===== config.mk =====
export PLATFORM = sky130hd
export DESIGN_NAME = power_mode_sequencer
export DESIGN_NICKNAME = d
export VERILOG_FILES = /design/src/power_seq_pkg.sv /design/src/input_filter.sv /design/src/voltage_averager.sv /design/src/power_mode_sequencer.sv
export VERILOG_INCLUDE_DIRS = /design/src /design/src/src
export SDC_FILE = /design/constraint.sdc
export NUM_CORES = 1
export LEC_CHECK = 0
export ABC_AREA = 1
export CAP_MARGIN = 40
export CORE_ASPECT_RATIO = 0.9
export CORE_MARGIN = 5
export CORE_UTILIZATION = 45
export CTS_CLUSTER_DIAMETER = 80
export DETAILED_ROUTE_END_ITERATION = 10
export DONT_BUFFER_PORTS = 1
export PLACE_DENSITY = 0.68
export SYNTH_ARGS = -nofsm -noshare
export SYNTH_HDL_FRONTEND = slang
export SYNTH_SLANG_ARGS = --single-unit

===== constraint.sdc =====
create_clock -name clock -period 6.1 [get_ports clock]
set_input_delay 0.915 -clock clock [delete_from_list [all_inputs] [get_ports clock]]
set_output_delay 0.915 -clock clock [all_outputs]
set_load 0.02 [all_outputs]

===== src/power_seq_regs.svh =====
// Purpose: register offsets, timing figures and codes of the power-mode sequencer
// Assumes: 40 MHz clock, AXI4-Lite word registers
// Notes: times are kept in their own unit; cycle counts derive from them
`ifndef POWER_SEQ_REGS_SVH
`define POWER_SEQ_REGS_SVH
`define CLOCK_HZ 40000000
`define MS_CYCLES_DEF (`CLOCK_HZ / 1000)
`define IGN_MIN_MS 100
`define IGN_CHG_MS 1000
`define POWERUP_MS 100
`define PERIOD_FAST_MS 500
`define PERIOD_SLOW_MS 50000
`define FILTER_CYCLES 16
`define REG_CTRL 5'h00
`define REG_STATUS 5'h04
`define REG_VOLT 5'h08
`define REG_CMD 5'h0c
`define REG_ALARM 5'h10
`define REG_CHARGE 5'h14
`define CTRL_RST 2'h1
`define CTRL_AUTOBAUD 0
`define CTRL_FAST 1
`define CMD_SET_ALARM 8'h01
`define CMD_SET_CLOCK 8'h02
`define CMD_CHARGE_Q 8'h03
`define CMD_TEMP_Q 8'h04
`define CMD_POWER_DOWN 8'h05
`define RESP_OKAY 2'h0
`define RESP_SLVERR 2'h2
`endif


===== src/power_seq_pkg.sv =====
// Purpose: types shared by the power-mode sequencer files
// Assumes: nothing
// Notes: outputs to the power rails travel as one struct
package power_seq_pkg;
  typedef enum logic [2:0] {
    ST_OFF = 3'b000,
    ST_POWERUP = 3'b001,
    ST_NORMAL = 3'b010,
    ST_CHARGE_ONLY = 3'b011,
    ST_ALARM = 3'b100,
    ST_SHUTDOWN = 3'b101
  } pwr_state_e;
  typedef struct packed {
    logic supplies_on;
    logic vdd_on;
    logic led_on;
    logic network_on;
    logic charge_on;
    logic serial_full;
  } pwr_out_s;
endpackage : power_seq_pkg


===== src/input_filter.sv =====
// Purpose: two-flop synchroniser plus stability filter for one pin
// Assumes: pin is asynchronous to clock
// Notes: level changes only after STABLE equal samples
`timescale 1ns/1ps
module input_filter #(
  parameter int STABLE = 16,
  parameter logic RESET_LEVEL = 1'b0
) (
  input wire logic clock,
  input wire logic reset,
  input wire logic pin,
  output logic level
);
  localparam int CW = $clog2(STABLE + 1);
  logic sync1;
  logic sync2;
  logic [CW-1:0] count;
  wire differs = sync2 != level;
  wire settled = count == CW'(STABLE - 1);
  always_ff @(posedge clock) begin
    if (reset) begin
      sync1 <= RESET_LEVEL;
      sync2 <= RESET_LEVEL;
      count <= '0;
      level <= RESET_LEVEL;
    end else begin
      sync1 <= pin;
      sync2 <= sync1;
      count <= (differs && !settled) ? count + CW'(1) : '0;
      if (differs && settled) level <= sync2;
    end
  end
endmodule : input_filter


===== src/voltage_averager.sv =====
// Purpose: averages supply samples over one measuring period
// Assumes: samples arrive on the same clock; ms_tick is one cycle per ms
// Notes: serial divider, result ready SUM_W cycles after period end
`timescale 1ns/1ps
`include "power_seq_regs.svh"
module voltage_averager #(
  parameter int MV_W = 13,
  parameter int CNT_W = 16,
  parameter int SUM_W = 32
) (
  input wire logic clock,
  input wire logic reset,
  input wire logic ms_tick,
  input wire logic fast,
  input wire logic [MV_W-1:0] sample_mv,
  input wire logic sample_valid,
  output logic [MV_W-1:0] avg_mv
);
  localparam logic [5:0] STEPS = 6'(SUM_W);
  logic [15:0] per_ms;
  logic [SUM_W-1:0] sum;
  logic [CNT_W-1:0] n;
  logic [SUM_W-1:0] num;
  logic [CNT_W-1:0] den;
  logic [CNT_W:0] rem;
  logic [5:0] step;
  wire [15:0] period = fast ? 16'(`PERIOD_FAST_MS) : 16'(`PERIOD_SLOW_MS);
  wire per_end = ms_tick && (per_ms >= period - 16'd1);
  wire [CNT_W:0] shifted = {rem[CNT_W-1:0], num[SUM_W-1]};
  wire take = shifted >= {1'b0, den};
  wire busy = step != 6'd0;
  always_ff @(posedge clock) begin
    if (reset) begin
      per_ms <= 16'd0;
      sum <= '0;
      n <= '0;
      num <= '0;
      den <= '0;
      rem <= '0;
      step <= 6'd0;
      avg_mv <= '0;
    end else begin
      if (ms_tick) per_ms <= per_end ? 16'd0 : per_ms + 16'd1;
      if (per_end) begin
        // empty period keeps the previous average
        sum <= '0;
        n <= '0;
        num <= sum;
        den <= n;
        rem <= '0;
        step <= (n != '0) ? STEPS : 6'd0;
      end else if (sample_valid) begin
        sum <= sum + SUM_W'(sample_mv);
        n <= n + CNT_W'(1);
      end
      if (busy && !per_end) begin
        rem <= take ? shifted - {1'b0, den} : shifted;
        num <= {num[SUM_W-2:0], take};
        step <= step - 6'd1;
        if (step == 6'd1) avg_mv <= MV_W'({num[SUM_W-2:0], take});
      end
    end
  end
endmodule : voltage_averager


===== src/power_mode_sequencer.sv =====
// Purpose: power-mode sequencer with AXI4-Lite registers
// Assumes: 40 MHz clock, synchronous active-high reset
// Notes: pins pass a two-flop synchroniser and filter before use
//
// How it works
// [RQ1] host holds ignition low at least 100 ms
// [RQ2] host waits 10 ms after vdd falls
// [RQ3] host waits 10 ms after supply 3.0 V
// [RQ4] power-up takes further 100 ms
// [RQ5] supply drop during ignition aborts activation
// [RQ6] ready code only with fixed baud
// [RQ7] charge to normal needs 1 s ignition
// [RQ8] charger while off starts charge-only mode
// [RQ9] charge-only: no network; ignition goes normal
// [RQ10] no charging in alarm mode
// [RQ11] rtc alarm while off enters alarm mode
// [RQ12] alarm time survives command power-down
// [RQ13] alarm code signals alarm mode, not autobaud
// [RQ14] alarm mode accepts only five commands
// [RQ15] alarm mode reports capacity zero
// [RQ16] ignition moves alarm mode to normal
// [RQ17] status led off in alarm mode
// [RQ18] emergency off cuts supplies immediately
// [RQ19] undervoltage or overtemperature forces shutdown; the code does so only from power-up and normal, not from charge-only or alarm
// [RQ20] supply averaged over mode-dependent period
// [RQ21] start out of range switches off
// [RQ22] ignition pull-up off until supply rises
// [RQ23] vdd off in power-down
// [RQ24] emergency off removes supplies within limit
// [RQ25] pins synchronised and filtered
//
// Our own choices: the address map and the AXI4-Lite slave port.
`timescale 1ns/1ps
`include "power_seq_regs.svh"
module power_mode_sequencer
  import power_seq_pkg::*;
#(
  parameter int MS_CYCLES = `MS_CYCLES_DEF,
  parameter int FILTER = `FILTER_CYCLES,
  parameter int ADDR_W = 5,
  parameter int MV_W = 13
) (
  input wire logic clock,
  input wire logic reset,
  input wire logic awvalid,
  output logic awready,
  input wire logic [ADDR_W-1:0] awaddr,
  input wire logic wvalid,
  output logic wready,
  input wire logic [31:0] wdata,
  input wire logic [3:0] wstrb,
  output logic bvalid,
  input wire logic bready,
  output logic [1:0] bresp,
  input wire logic arvalid,
  output logic arready,
  input wire logic [ADDR_W-1:0] araddr,
  output logic rvalid,
  input wire logic rready,
  output logic [31:0] rdata,
  output logic [1:0] rresp,
  input wire logic ignition_n,
  input wire logic emergency_off_n,
  input wire logic charger_detect,
  input wire logic rtc_alarm,
  input wire logic supply_above_3v0,
  input wire logic undervoltage,
  input wire logic overtemperature,
  input wire logic rtc_backup_supply,
  input wire logic [MV_W-1:0] supply_sample_mv,
  input wire logic supply_sample_valid,
  input wire logic [7:0] battery_capacity,
  output pwr_out_s pwr,
  output logic ignition_pullup_en,
  output logic ready_indication,
  output logic alarm_mode_indication
);
  localparam int MSW = $clog2(MS_CYCLES);
  localparam int NPIN = 8;
  localparam logic [NPIN-1:0] PIN_IDLE = 8'h03;

  // filtered pins
  logic [NPIN-1:0] pin_raw;
  logic [NPIN-1:0] pin_f;
  assign pin_raw = {rtc_backup_supply, overtemperature, undervoltage, supply_above_3v0,
                    rtc_alarm, charger_detect, emergency_off_n, ignition_n};
  genvar gi;
  generate
    for (gi = 0; gi < NPIN; gi++) begin : g_pin
      input_filter #(.STABLE(FILTER), .RESET_LEVEL(PIN_IDLE[gi])) u_filt ( // RQ25
        .clock(clock),
        .reset(reset),
        .pin(pin_raw[gi]),
        .level(pin_f[gi])
      );
    end
  endgenerate
  wire ign_low = !pin_f[0];
  wire emerg_ok = pin_f[1];
  wire charger_f = pin_f[2];
  wire rtc_f = pin_f[3];
  wire supply_ok = pin_f[4];
  wire fault = pin_f[5] | pin_f[6];
  wire backup_f = pin_f[7];

  pwr_state_e state;
  pwr_state_e next_state;
  logic [MSW-1:0] ms_cnt;
  logic [10:0] ign_ms;
  logic [10:0] phase_ms;
  logic rtc_q;
  logic supply_seen;
  logic [1:0] ctrl;
  logic [31:0] alarm_time;
  logic cmd_ok;
  logic [MV_W-1:0] avg_mv;

  wire ms_tick = ms_cnt == MSW'(MS_CYCLES - 1);
  wire autobaud = ctrl[`CTRL_AUTOBAUD];
  wire alarm_rise = rtc_f && !rtc_q;
  wire in_alarm = state == ST_ALARM;

  // ignition hold time; charge-only wants the longer hold
  wire [10:0] ign_need = (state == ST_CHARGE_ONLY) ? 11'(`IGN_CHG_MS) : 11'(`IGN_MIN_MS); // RQ1 RQ7
  wire ign_ok = ign_ms >= ign_need;
  wire powerup_done = phase_ms >= 11'(`POWERUP_MS);

  // AXI4-Lite slave
  logic aw_held;
  logic w_held;
  logic [ADDR_W-1:0] aw_addr_q;
  logic [31:0] w_data_q;
  logic [3:0] w_strb_q;
  wire wr_fire = aw_held && w_held && !bvalid;
  wire [4:0] wa = {aw_addr_q[4:2], 2'b00};
  wire [4:0] ra = {araddr[4:2], 2'b00};
  wire wr_ctrl = wr_fire && wa == `REG_CTRL && w_strb_q[0];
  wire wr_alarm = wr_fire && wa == `REG_ALARM;
  wire wr_cmd = wr_fire && wa == `REG_CMD && w_strb_q[0];
  wire wr_hit = wa == `REG_CTRL || wa == `REG_ALARM || wa == `REG_CMD;
  wire [7:0] cmd_code = w_data_q[7:0];
  wire cmd_in_set = cmd_code == `CMD_SET_ALARM || cmd_code == `CMD_SET_CLOCK ||
                    cmd_code == `CMD_CHARGE_Q || cmd_code == `CMD_TEMP_Q ||
                    cmd_code == `CMD_POWER_DOWN;
  wire cmd_allowed = !in_alarm || cmd_in_set; // RQ14
  wire pd_req = wr_cmd && cmd_code == `CMD_POWER_DOWN && cmd_allowed;
  wire [7:0] capacity = in_alarm ? 8'h00 : battery_capacity; // RQ15
  wire [31:0] status_word = {26'h0, cmd_ok, charger_f, 1'b0, state};
  wire [31:0] charge_word = {23'h0, charger_f, capacity};
  wire rd_hit = ra == `REG_CTRL || ra == `REG_STATUS || ra == `REG_VOLT ||
                ra == `REG_CMD || ra == `REG_ALARM || ra == `REG_CHARGE;
  wire [31:0] rd_word = (ra == `REG_CTRL) ? {30'h0, ctrl} :
                        (ra == `REG_STATUS) ? status_word :
                        (ra == `REG_VOLT) ? 32'(avg_mv) :
                        (ra == `REG_ALARM) ? alarm_time :
                        (ra == `REG_CHARGE) ? charge_word : 32'h0;
  assign awready = !aw_held;
  assign wready = !w_held;
  assign arready = !rvalid;

  function automatic pwr_out_s outs(input pwr_state_e s, input logic chg);
    outs.supplies_on = s != ST_OFF; // RQ18
    outs.vdd_on = s != ST_OFF; // RQ23
    outs.led_on = s == ST_NORMAL; // RQ17
    outs.network_on = s == ST_NORMAL; // RQ9 RQ11
    outs.charge_on = chg && (s == ST_NORMAL || s == ST_CHARGE_ONLY); // RQ10
    outs.serial_full = s == ST_NORMAL || s == ST_POWERUP;
  endfunction : outs

  always_comb begin
    next_state = state;
    case (state)
      ST_OFF: begin
        if (ign_ok) next_state = ST_POWERUP;
        else if (alarm_rise) next_state = ST_ALARM; // RQ11
        else if (charger_f) next_state = ST_CHARGE_ONLY; // RQ8
      end
      ST_POWERUP: begin
        if (fault) next_state = ST_SHUTDOWN; // RQ21
        else if (powerup_done) next_state = ST_NORMAL; // RQ4
      end
      ST_NORMAL: begin
        if (fault || pd_req) next_state = ST_SHUTDOWN; // RQ19
      end
      ST_CHARGE_ONLY: begin
        if (pd_req) next_state = ST_SHUTDOWN;
        else if (ign_ok) next_state = ST_POWERUP; // RQ9
        else if (!charger_f) next_state = ST_OFF;
      end
      ST_ALARM: begin
        if (pd_req) next_state = ST_SHUTDOWN;
        else if (ign_ok) next_state = ST_POWERUP; // RQ16
      end
      ST_SHUTDOWN: next_state = ST_OFF;
      default: next_state = ST_OFF;
    endcase
    if (!emerg_ok) next_state = ST_OFF; // RQ18 RQ24
  end

  always_ff @(posedge clock) begin
    if (reset) begin
      state <= ST_OFF;
      pwr <= '0;
      ms_cnt <= '0;
      rtc_q <= 1'b0;
      supply_seen <= 1'b0;
      ignition_pullup_en <= 1'b0;
    end else begin
      state <= next_state;
      pwr <= outs(next_state, charger_f);
      ms_cnt <= ms_tick ? '0 : ms_cnt + MSW'(1);
      rtc_q <= rtc_f;
      supply_seen <= supply_seen | supply_ok;
      // backup-fed part keeps the pin floating until the main supply rises
      ignition_pullup_en <= !backup_f || supply_seen || supply_ok; // RQ22
    end
  end

  // ignition low time, cleared by release or a weak supply
  always_ff @(posedge clock) begin
    if (reset) ign_ms <= 11'd0;
    else if (!ign_low || !supply_ok) ign_ms <= 11'd0; // RQ5
    else if (ms_tick && ign_ms < 11'(`IGN_CHG_MS)) ign_ms <= ign_ms + 11'd1;
  end

  always_ff @(posedge clock) begin
    if (reset) phase_ms <= 11'd0;
    else if (next_state != state) phase_ms <= 11'd0;
    else if (ms_tick && !powerup_done) phase_ms <= phase_ms + 11'd1;
  end

  always_ff @(posedge clock) begin
    if (reset) begin
      ready_indication <= 1'b0;
      alarm_mode_indication <= 1'b0;
    end else begin
      // no code under autobaud: the far end has not locked its rate yet
      ready_indication <= state == ST_POWERUP && next_state == ST_NORMAL && !autobaud; // RQ6
      alarm_mode_indication <= !in_alarm && next_state == ST_ALARM && !autobaud; // RQ13
    end
  end

  // alarm time is cleared only by reset, never by a power-down
  generate
    for (gi = 0; gi < 4; gi++) begin : g_alarm
      always_ff @(posedge clock) begin
        if (reset) alarm_time[gi*8 +: 8] <= 8'h00;
        else if (wr_alarm && w_strb_q[gi]) alarm_time[gi*8 +: 8] <= w_data_q[gi*8 +: 8]; // RQ12
      end
    end
  endgenerate

  always_ff @(posedge clock) begin
    if (reset) begin
      ctrl <= `CTRL_RST;
      cmd_ok <= 1'b1;
    end else begin
      if (wr_ctrl) ctrl <= w_data_q[1:0];
      if (wr_cmd) cmd_ok <= cmd_allowed; // RQ14
    end
  end

  always_ff @(posedge clock) begin
    if (reset) begin
      aw_held <= 1'b0;
      w_held <= 1'b0;
      aw_addr_q <= '0;
      w_data_q <= 32'h0;
      w_strb_q <= 4'h0;
      bvalid <= 1'b0;
      bresp <= `RESP_OKAY;
    end else begin
      if (awvalid && awready) begin
        aw_held <= 1'b1;
        aw_addr_q <= awaddr;
      end
      if (wvalid && wready) begin
        w_held <= 1'b1;
        w_data_q <= wdata;
        w_strb_q <= wstrb;
      end
      if (wr_fire) begin
        bvalid <= 1'b1;
        bresp <= wr_hit ? `RESP_OKAY : `RESP_SLVERR;
      end else if (bvalid && bready) begin
        bvalid <= 1'b0;
        aw_held <= 1'b0;
        w_held <= 1'b0;
      end
    end
  end

  always_ff @(posedge clock) begin
    if (reset) begin
      rvalid <= 1'b0;
      rdata <= 32'h0;
      rresp <= `RESP_OKAY;
    end else if (arvalid && arready) begin
      rvalid <= 1'b1;
      rdata <= rd_word;
      rresp <= rd_hit ? `RESP_OKAY : `RESP_SLVERR;
    end else if (rvalid && rready) begin
      rvalid <= 1'b0;
    end
  end

  voltage_averager #(.MV_W(MV_W)) u_avg ( // RQ20
    .clock(clock),
    .reset(reset),
    .ms_tick(ms_tick),
    .fast(ctrl[`CTRL_FAST] && state == ST_NORMAL),
    .sample_mv(supply_sample_mv),
    .sample_valid(supply_sample_valid),
    .avg_mv(avg_mv)
  );
endmodule : power_mode_sequencer


* After elaboration in Yosys (flattened, before gate mapping)
Cells that the tools add are included.
** Storage, ports and cells
- Bits in registers :: 377
- Input bits :: 83
- Output and inout bits :: 50
- Word-level logic and storage cells :: 286
** Operators by class
- Add/sub/neg operators :: 17
- Magnitude comparators :: 5
- Eq/ne operators :: 39
- Mux-type cells :: 42
- Bitwise gates (word level) :: 10
- Reduce and logical (&&, ||, !) cells :: 104
** Operators by type and width (number)
- two-way mux 32 bit :: 6
- two-way mux 16 bit :: 5
- adder 16 x 1 -> 16 bit, second input constant :: 3
- logical AND 1 bit :: 45
- adder 5 x 1 -> 5 bit, second input constant :: 8
- equality test 5 x 4 -> 1 bit, second input constant :: 8
- two-way mux 3 bit :: 12
- adder 32 x 13 -> 32 bit :: 1
- OR reduction 2 bit :: 12
- adder 11 x 1 -> 11 bit, second input constant :: 2
- equality test 3 x 2 -> 1 bit, second input constant :: 7
- zero test 1 bit :: 19
- logical OR 1 bit :: 18
- two-way mux 6 bit :: 3
- >= comparator 17 x 16 -> 1 bit :: 1
- equality test 16 bit, second input constant :: 1
- equality test 8 x 2 -> 1 bit, second input constant :: 2
- equality test 8 x 3 -> 1 bit, second input constant :: 2
- >= comparator 16 bit :: 1
- nonzero test 16 bit :: 1
- subtractor 16 x 1 -> 16 bit, second input constant :: 1
- subtractor 16 bit :: 1
- equality test 3 bit, second input constant :: 5
- case mux 3 bit (5 select lines) :: 1
- other kinds (22) :: 52

* Longest topological paths before layout
Gate-level depths: netlist of run 1.
- Depth after elaboration :: 14
- Mapped depth :: 21
- Mapped depth without buffers :: 19

* Modules after synthesis
Synthesis of run 1 repeated with hierarchy kept, for this count alone.
** Unflattened totals
- Cell total of the unflattened synthesis :: 2474
- Area total of the unflattened synthesis :: 17789.6 sq um
** By module, submodules not included
- voltage_averager :: times used 1, cells each 1250, area an instance 8318.0 sq um, sequential area each 2942.8 sq um
- power_mode_sequencer :: times used 1, cells each 940, area an instance 7001.7 sq um, sequential area each 3243.1 sq um
- input_filter at g_pin[2].u_filt ... :: times used 6, cells each 36, area an instance 309.0 sq um, sequential area each 160.2 sq um
- input_filter at g_pin[0].u_filt ... :: times used 2, cells each 34, area an instance 307.8 sq um, sequential area each 160.2 sq um

* Worst setup path after synthesis of run 1
Ideal clock, no wire load.
- Kind :: input -> register
- From :: input port supply_sample_mv[0]
- To :: register u_avg.sum[28]
- Setup time :: 0.064 ns
- Arrival :: 2.523 ns
- Required time :: 6.036 ns
- Slack :: 3.514 ns
- Stages on the path :: 14
- Buffers on the path :: 0
- Cells stage by stage :: ha_1 > inv_1 > fa_1 > o21ai_1 > nand2_1 > nand2_1 > a21oi_1 > o21ai_1 > nand2_1 > nand2_1 > nand3_1 > nand2_1 > inv_1 > nor2_1
** Between the ends
- Word-level cells in the longest chain between the ends :: 1
** Ends and longest elaborated chain
- start: declaration :: RTL line power_mode_sequencer.sv:70 : input wire logic [MV_W-1:0] supply_sample_mv,
- adder 32 x 13 -> 32 bit :: RTL line voltage_averager.sv:53 : sum <= sum + SUM_W'(sample_mv);
- end signal: assignment :: RTL line voltage_averager.sv:53
- end: declaration :: RTL line voltage_averager.sv:21 : logic [SUM_W-1:0] sum;
No other way between the ends.
A chain may end at the register's enable or synchronous reset.

* Final worst setup path of run 1
- From :: register state[0]
- To :: register u_avg.num[12]
** Between the ends
- Word-level cells in the longest chain between the ends :: 9
- Elaborated cells on any way between the ends :: 10
- Those cells by class :: add/sub: 1; order compare: 1; eq/ne: 1; mux: 2; reduce/logical: 5
** Ends and longest elaborated chain
- start: declaration :: RTL line power_mode_sequencer.sv:106 : pwr_state_e state;
- start signal: assignment :: RTL line power_mode_sequencer.sv:209 : state <= next_state;
- equality test 3 x 2 -> 1 bit * :: RTL line power_mode_sequencer.sv:311 : .fast(ctrl[`CTRL_FAST] && state == ST_NORMAL),
- logical AND 1 bit * :: RTL line power_mode_sequencer.sv:311
- two-way mux 16 bit * :: RTL line voltage_averager.sv:27 : wire [15:0] period = fast ? 16'(`PERIOD_FAST_MS) : 16'(`PERIOD_SLOW_MS);
- subtractor 16 x 1 -> 16 bit * :: RTL line voltage_averager.sv:28 : wire per_end = ms_tick && (per_ms >= period - 16'd1);
- >= comparator 16 bit * :: RTL line voltage_averager.sv:28
- logical AND 1 bit * :: RTL line voltage_averager.sv:28
- zero test 1 bit :: RTL line voltage_averager.sv:56 : if (busy && !per_end) begin
- logical AND 1 bit :: RTL line voltage_averager.sv:56
- two-way mux 32 bit or nonzero test 2 bit (tied branches)
- end signal: assignment :: RTL line voltage_averager.sv:48 : num <= sum;
- end signal: assignment :: RTL line voltage_averager.sv:58 : num <= {num[SUM_W-2:0], take};
- end: declaration :: RTL line voltage_averager.sv:23 : logic [SUM_W-1:0] num;
Every way passes the cells marked *; elsewhere a longest branch is shown, timed or not.

==> run summary, run 1 <==
Status = completed
Synthesized area = 17200 um2
Routed Antenna Nets = 0
Unrepaired setup endpoints after global routing = false
CTS tree = built
Clock Path Buffers = 3
Largest net degree at the start of global routing = 87
CTS resizes = 0
GRT overflow = 0
Inst Count DP = 2763
Worst-path clk slew = 0.06 ns
DIE AREA = 42200 um2
Syn Area/Cell = 7.30 um2
Root Buffer = clkbuf_16
PwrDens = 353 nW/um2
GP Congestion = 0.917
M1 GR Usage = 24.7%
# H-tree levels = 2
Most common cell in the netlist = nand2_1
Post-Layout Cell Count = 2836
Yosys top cell by area = dfxtp_1
Crit path time final = 4.13 ns
Register area = 7470 um2
Static Leak = 7.77 nW
Core Area = 37500 um2
# fillers = 3524
First-pass DRT Iterations = 6
Post-synth EDFFs = 0
Worst setup EP type = flip-flop
Io pins = 133
Max Clock Skew = 0.0262 ns
Final Setup Violations = 0
Synth top area share = 43.5%
Final wirelength = 39700 um
Worst setup SP type = flip-flop
Iter 0 DRT Violations = 950
WL per Instance = 14.0 um
# port buffers = 0
Asr flop ratio synth = 0%
First-pass GRT wire length = 66800 um
Hold Path Class = flip-flop to flip-flop
Max-Cap Viols = 0
Tightest Pin Transition = 0.866 ns
NumNets Final = 2476
Clk sinks = 373
Crit Path Class = flip-flop to flip-flop
Layout area overhead = 10.4%
Final non-filler cell area = 19000 um2
Initial antenna violation count = 4
Clk_lat worst skew = 0.55 ns
GRT Total Usage = 18.4%
Most used flip-flop cell after synthesis = dfxtp_1
Placed cell areas = 17500 um2
Final period utilization = 67.7%
Setup Buffers After CTS = 0
Setup tns final = 0 ns
Initial Utilization = 45.8%
Share of cells above drive strength 1 = 5.78%
Seq/Total Area, Yosys = 43.5%
Via/cell ratio = 5.15
Final HPWL DP = 28200 um
Die Wd = 216 um
Hold Fails Final Rpt = 0
Met2 Use GR = 29.3%
Num CTS Buffers = 40
# rows = 67
Grt peak-use layer = met2
Max transition margin = 41.9%
Multi-input gate area = 8310 um2
Vias in the first global route = 13700
Most frequent cells after synthesis = nand2_1 (471), dfxtp_1 (373), nor2_1 (300)
CP Max Fanout = 45
Cell count after synthesis = 2353
Via Count = 14600
Peak VDD IR = 0.213 mV
Pins Over Slew Limit = 0
Met3 usage = 5.08%
Top achievable clock speed = 242 MHz
Crit path arrival time = 4.62 ns
DRC errors left = 0
Post-synthesis register bit count = 373
Largest cells by area after synthesis = dfxtp_1 (43%), nand2_1 (10%), nor2_1 (6.6%), a21oi_1 (6.3%), inv_1 (5.5%)
CTS Hold Bufs = 0
Yosys synthesis warning count = 0
Yosys cell types = 51
Die height = 195 um
Worst EP required = 6.59 ns
-- area by class of cell --
class	instances	area share, %
Multi-Input combinational cell	1630	43.8
Clock inverter	17	1.58
Inverter	264	5.27
Sequential cell	373	39.4
Antenna cell	2	0.0264
Timing Repair Buffer	13	0.792
Clock buffer	54	5.93
Tap cell	483	3.19
-- logic make-up after synthesis --
family / Yosys count / synth area share [%]
compound gates: 450 / 14.2
simple gates: 1056 / 26.3
buf+inv: 351 / 8.12
xor+xnor: 51 / 2.60
fa+ha+maj: 71 / 5.26
other cells: 1 / 0.0218
flops: 373 / 43.5
-- power by group --
group          internal (W)  total [W]  switching, W
clock network       0.00159    0.00258      0.000990
registers           0.00256    0.00267      0.000110
logic              0.000527    0.00143      0.000901
-- metal layers --
metal	vias up	wire length, um
li1	7594	-
met1	6658	18200
met2	294	17900
met3	61	2770
met4	2	837
met5	-	13
-- placed cells by master (no fill, tap or decap), types with 6 or more instances in the layout --
cell type and instances:
nor4_1 9, o21ai_1 8, a211oi_1 8, o21bai_1 12
ha_1 69, clkbuf_1 7, inv_1 250, nand4_1 29
nor3_1 42, or2_1 8, nand3_1 128, dfxtp_1 373
xor2_1 34, clkbuf_16 40, buf_4 8, bufinv_16 7
nor3b_1 12, nor2_1 300, a31oi_1 6, or2_2 16
o211ai_1 28, inv_2 10, a21oi_1 216, nand2_1 471
xnor2_1 17, o21ai_0 156, clkbuf_8 7, nor2_2 17
-- sequential cells by signal (all words and copies together), names as in the netlist, 6 cells and up --
signal,count
u_avg.den,16
u_avg.avg_mv,13
g_pin.u_filt.count,40
w_data_q,32
u_avg.step,6
rdata,32
phase_ms,11
u_avg.sum,32
u_avg.n,16
alarm_time,32
ign_ms,11
g_pin.u_filt.sync1,8
g_pin.u_filt.level,8
g_pin.u_filt.sync2,8
u_avg.rem,16
u_avg.num,32
ms_cnt,16
u_avg.per_ms,16
-- per-stage QoR --
| stage | hold WS (ns) | total power (W) | utilization [%] | setup WS, ns |
|---|---|---|---|---|
| after floorplan | 0.388 | 0.00387 | - | 3.51 |
| after global placement | 0.392 | 0.00407 | 46.5 | 1.95 |
| after detailed placement | 0.392 | 0.00414 | 46.8 | 2.02 |
| after CTS | 0.401 | 0.00675 | 50.6 | 1.99 |
| after global routing | 0.430 | 0.00707 | 50.6 | 1.54 |
| final | 0.400 | 0.00669 | 50.6 | 1.97 |
-- final timing paths --
path                                                  startpoint                               end  slack (ns)  cells past startpoint
worst min-delay path            g_pin[7].u_filt.sync1$_SDFF_PP0_  g_pin[7].u_filt.sync2$_SDFF_PP0_        0.40                      2
worst max register to register               state[0]$_SDFF_PP0_        u_avg.num[12]$_SDFFE_PP0P_        1.97                     20
worst min register to register  g_pin[7].u_filt.sync1$_SDFF_PP0_  g_pin[7].u_filt.sync2$_SDFF_PP0_        0.40                      2
worst max-delay path                         state[0]$_SDFF_PP0_        u_avg.num[12]$_SDFFE_PP0P_        1.97                     20
-- critical path: stages (launching register included) --
cell and delay, ns:
dfxtp_1 0.34, inv_1 0.14, nand2_1 0.06, nor2_1 0.21, nand2_1 0.19, inv_1 0.21
ha_1 0.28, a21oi_1 0.16, nand2_1 0.08, nand4_1 0.09, nand2_1 0.08, nand2_1 0.06
nand3_1 0.14, nand2_4 0.40, nand2_2 0.30, inv_2 0.53, buf_4 0.39, nand2_1 0.15
nand3_1 0.11, nand2_1 0.05, inv_1 0.07
Power figures use the tool's default switching activity.
==> run 2: changes to the inputs <==
ABC_AREA = 0   (was 1)
PLACE_DENSITY = 0.7   (was 0.68)
clock period = 3.4 ns   (was 6.1 ns; I/O delays follow)
==> run 2 against run 1 <==
  * Power increased by 78%
  * Largest power group unchanged
  * Core utilization decreased by 0.22 points
  * Via count decreased by 9.1%
  * Combinational power increased by 76%
  * Critical path depth decreased by 9
  * Sequential share of layout area increased by 0.62 points
  * Hold slack got worse by 0.32 ns
  * Synthesized cell count decreased by 18%
  * Non-clock buffer count increased by 14
  * Design area decreased by 1.5%
  * Routed wire length decreased by 6.0%
==> run summary, run 2 <==
Synth Area in Simple Gates = 21.2%
Io pins = 133
GP Congestion = 0.839
Final HPWL DP = 25800 um
Main combinational cell family by area after synthesis = simple AND/OR/NAND/NOR gates
Pwr Total = 0.0119 W
Crit Path Class = flip-flop to flip-flop
Peak VDD IR = 0.426 mV
Crit path arrival time = 3.59 ns
# H-tree levels = 2
Grt peak-use layer = met2
First-pass DRT Iterations = 5
Yosys top cell by area = dfxtp_1
Crit path time final = 3.19 ns
Tightest Pin Transition = 0.870 ns
Most frequent cells after synthesis = dfxtp_1 (373), nor2_1 (290), nand2_1 (192)
Layout area overhead = 11.3%
DIE AREA = 41200 um2
Seq/Total Area, Yosys = 44.5%
Worst setup SP type = flip-flop
Synth top area share = 44.5%
WL per Instance = 15.4 um
Max transition margin = 41.9%
Via/cell ratio = 5.50
Hold Fails Final Rpt = 0
Yosys synthesis warning count = 0
Asr flop ratio synth = 0%
Worst setup EP type = flip-flop
Largest cells by area after synthesis = dfxtp_1 (45%), nor2_1 (6.5%), mux2i_1 (5.7%), ha_1 (5.1%), nand2_1 (4.3%)
Met2 Use GR = 28.4%
Core Area = 37100 um2
Share of cells above drive strength 1 = 6.58%
Met3 usage = 3.85%
Final WS setup = 0.213 ns
Die Wd = 213 um
PwrDens = 636 nW/um2
Max-Cap Viols = 0
# fillers = 3426
Most used flip-flop cell after synthesis = dfxtp_1
Most frequent cells in the layout = dfxtp_1 (373), nor2_1 (290), nand2_1 (191), a21oi_1 (122), mux2i_1 (95)
Top achievable clock speed = 314 MHz
Worst EP required = 3.80 ns
Static Leak = 7.23 nW
Via Count = 13300
Initial antenna violation count = 1
Clk sinks = 373
Final period utilization = 93.7%
GRT overflow = 0
Vias in the first global route = 12800
CP Max Fanout = 12
Num CTS Buffers = 40
Syn Area/Cell = 8.72 um2
Yosys cell types = 81
Synthesized area = 16800 um2
Iter 0 DRT Violations = 837
Hold Path Class = input pin to flip-flop
Final non-filler cell area = 18700 um2
Largest register FFs = 40
Synth Area in Adders = 5.39%
M1 GR Usage = 23.7%
NumNets Final = 2054
Max Clock Skew = 0.0376 ns
Post-synthesis mux area share = 5.67%
Post-Place Setup Slack = 0.198 ns
Initial Utilization = 45.3%
Xor/xnor share of the synthesized area = 5.59%
Commonest non-fill, non-tap cell in the layout = dfxtp_1
Final Setup Violations = 0
Clock Path Buffers = 3
Status = completed
Hold WS = 0.0775 ns
GRT Total Usage = 17.5%
Clk_lat worst skew = 0.54 ns
Cell count after synthesis = 1923
Post-synthesis register bit count = 373
Post-synthesis compound-gate area fraction = 13.8%
Routed Antenna Nets = 0
Pins Over Slew Limit = 0
Setup Buffers After CTS = 0
Largest net degree at the start of global routing = 216
# port buffers = 0
Root Buffer = clkbuf_16
Post-synth EDFFs = 0
Most common cell in the netlist = dfxtp_1
Final wirelength = 37300 um
DRC errors left = 0
First-pass GRT wire length = 61600 um
Worst-path clk slew = 0.06 ns
# rows = 67
Most flops, register = g_pin.u_filt.count
Placed cell areas = 17200 um2
Die height = 193 um
CTS tree = built
run 2: final cells by class:
| cell class | instances | area, um2 | area share [%] |
|---|---|---|---|
| Antenna cell | 1 | 2.50 | 0.0134 |
| Clock buffer | 55 | 1210 | 6.48 |
| Clock inverter | 17 | 215 | 1.15 |
| Inverter | 67 | 251 | 1.35 |
| Multi-Input combinational cell | 1391 | 8690 | 46.6 |
| Sequential cell | 373 | 7470 | 40.0 |
| Tap cell | 483 | 604 | 3.24 |
| Timing Repair Buffer | 27 | 223 | 1.19 |
run 2: worst paths after layout:
kind                               startpoint                                to  slack [ns]  cells past startpoint
min                       supply_sample_valid        u_avg.sum[10]$_SDFFE_PP0P_        0.08                      1
max reg2reg               state[1]$_SDFF_PP0_         phase_ms[10]$_SDFFE_PP0P_        0.21                     11
max                       state[1]$_SDFF_PP0_         phase_ms[10]$_SDFFE_PP0P_        0.21                     11
min reg2reg  g_pin[1].u_filt.sync1$_SDFF_PP1_  g_pin[1].u_filt.sync2$_SDFF_PP1_        0.43                      1
run 2: report_power, final:
group	switching [W]	internal, W
Clock	0.00178	0.00281
Combinational	0.00142	0.00110
Sequential	0.000186	0.00459
Total	0.00338	0.00849
run 2: cells by family (layout without fill, tap and decap cells):
logic type      after synthesis  after routing
xor+xnor                    107            107
other cells                   1              3
simple gates                754            754
fa+ha+maj                    71             71
flops                       373            373
compound gates              362            362
buf+inv                     160            166
mux                          95             95
run 2: routing by layer:
metal  routed length, um  vias to the layer above  part of all wire (%)
met3                2130                       57                   5.7
met2               17600                      286                    47
met5                   0                        -                     0
met4                 697                        0                   1.9
li1                    -                     6637                     -
met1               16900                     6302                    45
run 2: critical path: stages, from the launching register on:
cell and delay (ns):
dfxtp_1 0.33, buf_4 0.18, nand3_1 0.25, ha_1 0.38
a21o_1 0.17, a211o_1 0.30, a21oi_1 0.13, buf_4 0.16
a41oi_1 0.17, o21ai_1 0.34, o221ai_4 0.27, nor4b_1 0.38
run 2: repair_timing:
action                                 CTS  global route
resized for setup                        0             2
hold buffers                             0             0
setup endpoints to repair                0            10
endpoints found under the hold margin    0             0
run 2: through the flow:
stage,cells,util (%),setup TNS (ns)
after floorplan,1924,-,0
after global placement,2340,46.5,0
after detailed placement,2341,46.5,0
after CTS,2413,50.3,0
after global routing,2414,50.4,-0.00289
final,2414,50.4,0
==> run 3: changes to the inputs <==
REMOVE_ABC_BUFFERS = 1   (was not set)
==> run 3 against run 2 <==
  * Critical endpoint unchanged
  * Worst setup slack gained 0.14 ns
  * Hold slack is essentially flat
  * Fmax grew 4.4%
  * Non-clock buffer count grew 2
  * Clock-buffer cell count grew 2
  * Clock power shrank 9.6%
  * Power shrank 3.9%
  * Routed wire length shrank 1.9%
  * Largest cell class unchanged
==> run summary, run 3 (synthesized netlist as in run 2, its figures left out) <==
Hold path depth = 1
GRT overflow = 0
Placed cell areas = 17300 um2
DRC errors left = 0
FF-to-FF path depth = 12
Power share of the clock group = 36.3%
Worst setup EP type = flip-flop
Critical path origin = state[1]$_SDFF_PP0_
Largest register FFs = 40
Final Setup Violations = 0
Io pins = 133
Root Buffer = clkbuf_16
DIE AREA = 41200 um2
Post-Place Setup Slack = 0.0899 ns
Final non-filler cell area = 18600 um2
CP peak stage delay = 0.36 ns
# port buffers = 0
Sequential share of power = 41.8%
Core Area = 37100 um2
# fillers = 3467
Final WS setup = 0.348 ns
Max transition margin = 40.2%
Crit path arrival time = 3.48 ns
# rows = 67
Final core utilization = 50.1%
Unrepaired setup endpoints after global routing = false
Hold Fails Final Rpt = 0
Largest net degree at the start of global routing = 216
Worst EP required = 3.83 ns
Worst reg2reg startpoint = state[1]$_SDFF_PP0_
Top achievable clock speed = 328 MHz
Crit Path Class = flip-flop to flip-flop
Max-Cap Viols = 0
Num CTS Buffers = 38
WL per Instance = 15.2 um
Via Count = 13200
Via/cell ratio = 5.46
Crit path max-delay cell type = dfxtp_1
First-pass GRT wire length = 60200 um
Clock Path Buffers = 3
Layout area overhead = 10.7%
P_int = 0.00813 W
PwrDens = 614 nW/um2
Setup crit end = phase_ms[10]$_SDFFE_PP0P_
Iter 0 DRT Violations = 760
Commonest non-fill, non-tap cell in the layout = dfxtp_1
Initial Utilization = 45.3%
Routed Antenna Nets = 0
Max Clock Skew = 0.0253 ns
CTS tree = built
# H-tree levels = 2
Initial antenna violation count = 0
Setup Buffers After CTS = 0
Share of cells above drive strength 1 = 6.28%
Comb pwr share = 21.9%
Static Leak = 7.18 nW
Crit-path cells = nor2b_2 > nand3_2 > ha_1 > a21o_1 > a211o_1 > a21oi_1 > buf_4 > a2111oi_0 > o31ai_1 > o21ai_2 > buf_4 > nor4b_1
Clk sinks = 373
Tightest Pin Transition = 0.895 ns
Worst setup SP type = flip-flop
First-pass DRT Iterations = 5
Worst-path clk slew = 0.06 ns
CP Max Fanout = 7
Vias in the first global route = 12500
Final period utilization = 89.8%
Status = completed
Crit path time final = 3.05 ns
GP Congestion = 0.883
GRT Total Usage = 17.1%
NumNets Final = 2054
Hold Path Class = input pin to flip-flop
# diodes = 0
Switch share = 28.7%
Most flops, register = g_pin.u_filt.count
Die Wd = 213 um
Final wirelength = 36600 um
Clk_lat worst skew = 0.54 ns
FF-to-FF setup slack = 0.35 ns
Die height = 193 um
RR Endpoint = phase_ms[10]$_SDFFE_PP0P_
NetSw = 0.00327 W
Peak VDD IR = 0.458 mV
Final HPWL DP = 25500 um
Pins Over Slew Limit = 0
Most frequent CP cell = buf_4
Most frequent cells in the layout = dfxtp_1 (373), nor2_1 (290), nand2_1 (191), a21oi_1 (122), mux2i_1 (95)
-- run 3: worst min-delay path by stage --
stage,from,end
final,emergency_off_n,g_pin[1].u_filt.sync1$_SDFF_PP1_
after global routing,reset,g_pin[5].u_filt.level$_SDFFE_PP0P_
after CTS,reset,g_pin[5].u_filt.level$_SDFFE_PP0P_
after detailed placement,g_pin[1].u_filt.sync1$_SDFF_PP1_,g_pin[1].u_filt.sync2$_SDFF_PP1_
after global placement,g_pin[0].u_filt.sync1$_SDFF_PP1_,g_pin[0].u_filt.sync2$_SDFF_PP1_
after floorplan,g_pin[0].u_filt.sync1$_SDFF_PP1_,g_pin[0].u_filt.sync2$_SDFF_PP1_
-- run 3: power groups by stage --
stage	sequential [W]	clock [W]	combinational [W]
4_1_cts	0.00477	0.00424	0.00250
3_5_place_dp	0.00486	0	0.00248
3_3_place_gp	0.00485	0	0.00242
2_1_floorplan	0.00481	0	0.00202
6_report	0.00477	0.00414	0.00250
5_1_grt	0.00479	0.00443	0.00279
-- run 3: layout make-up --
type | count | area [um2] | area share [%]
Inverter | 67 | 251 | 1.35
Clock inverter | 11 | 115 | 0.620
Sequential cell | 373 | 7470 | 40.2
Timing Repair Buffer | 29 | 293 | 1.58
Clock buffer | 57 | 1120 | 6.05
Tap cell | 483 | 604 | 3.25
Multi-Input combinational cell | 1391 | 8710 | 46.9
-- run 3: metrics by stage --
step                setup TNS, ns  power (W)  hold WS, ns  cells
CTS                             0     0.0115       0.0315   2411
detailed placement              0    0.00734        0.408   2343
global placement                0    0.00727        0.406   2340
floorplan                 -110.55    0.00683        0.389   1831
global route                    0     0.0120       0.0512   2411
finish                          0     0.0114       0.0776   2411
-- run 3: per-layer routing --
metal / wire length (um) / track usage, %
met4: 971 / 5.01
met5: 0 / 0
met3: 1670 / 3.24
met2: 16900 / 28.1
met1: 17100 / 23.1
-- run 3: worst max-delay path: cells and delay by family (launching register included) --
family                   cells  cell delay (ns)
flip-flops                   1             0.36
AO/OA/AOI/OAI                6             1.18
AND/OR/NAND/NOR              3             0.67
adder cells (fa/ha/maj)      1             0.34
buffers and inverters        2             0.38
-- run 3: timing repair --
action                                  CTS  global route
endpoints found under the setup margin    0            12
resized for setup                         0             6
hold buffers                              0             0
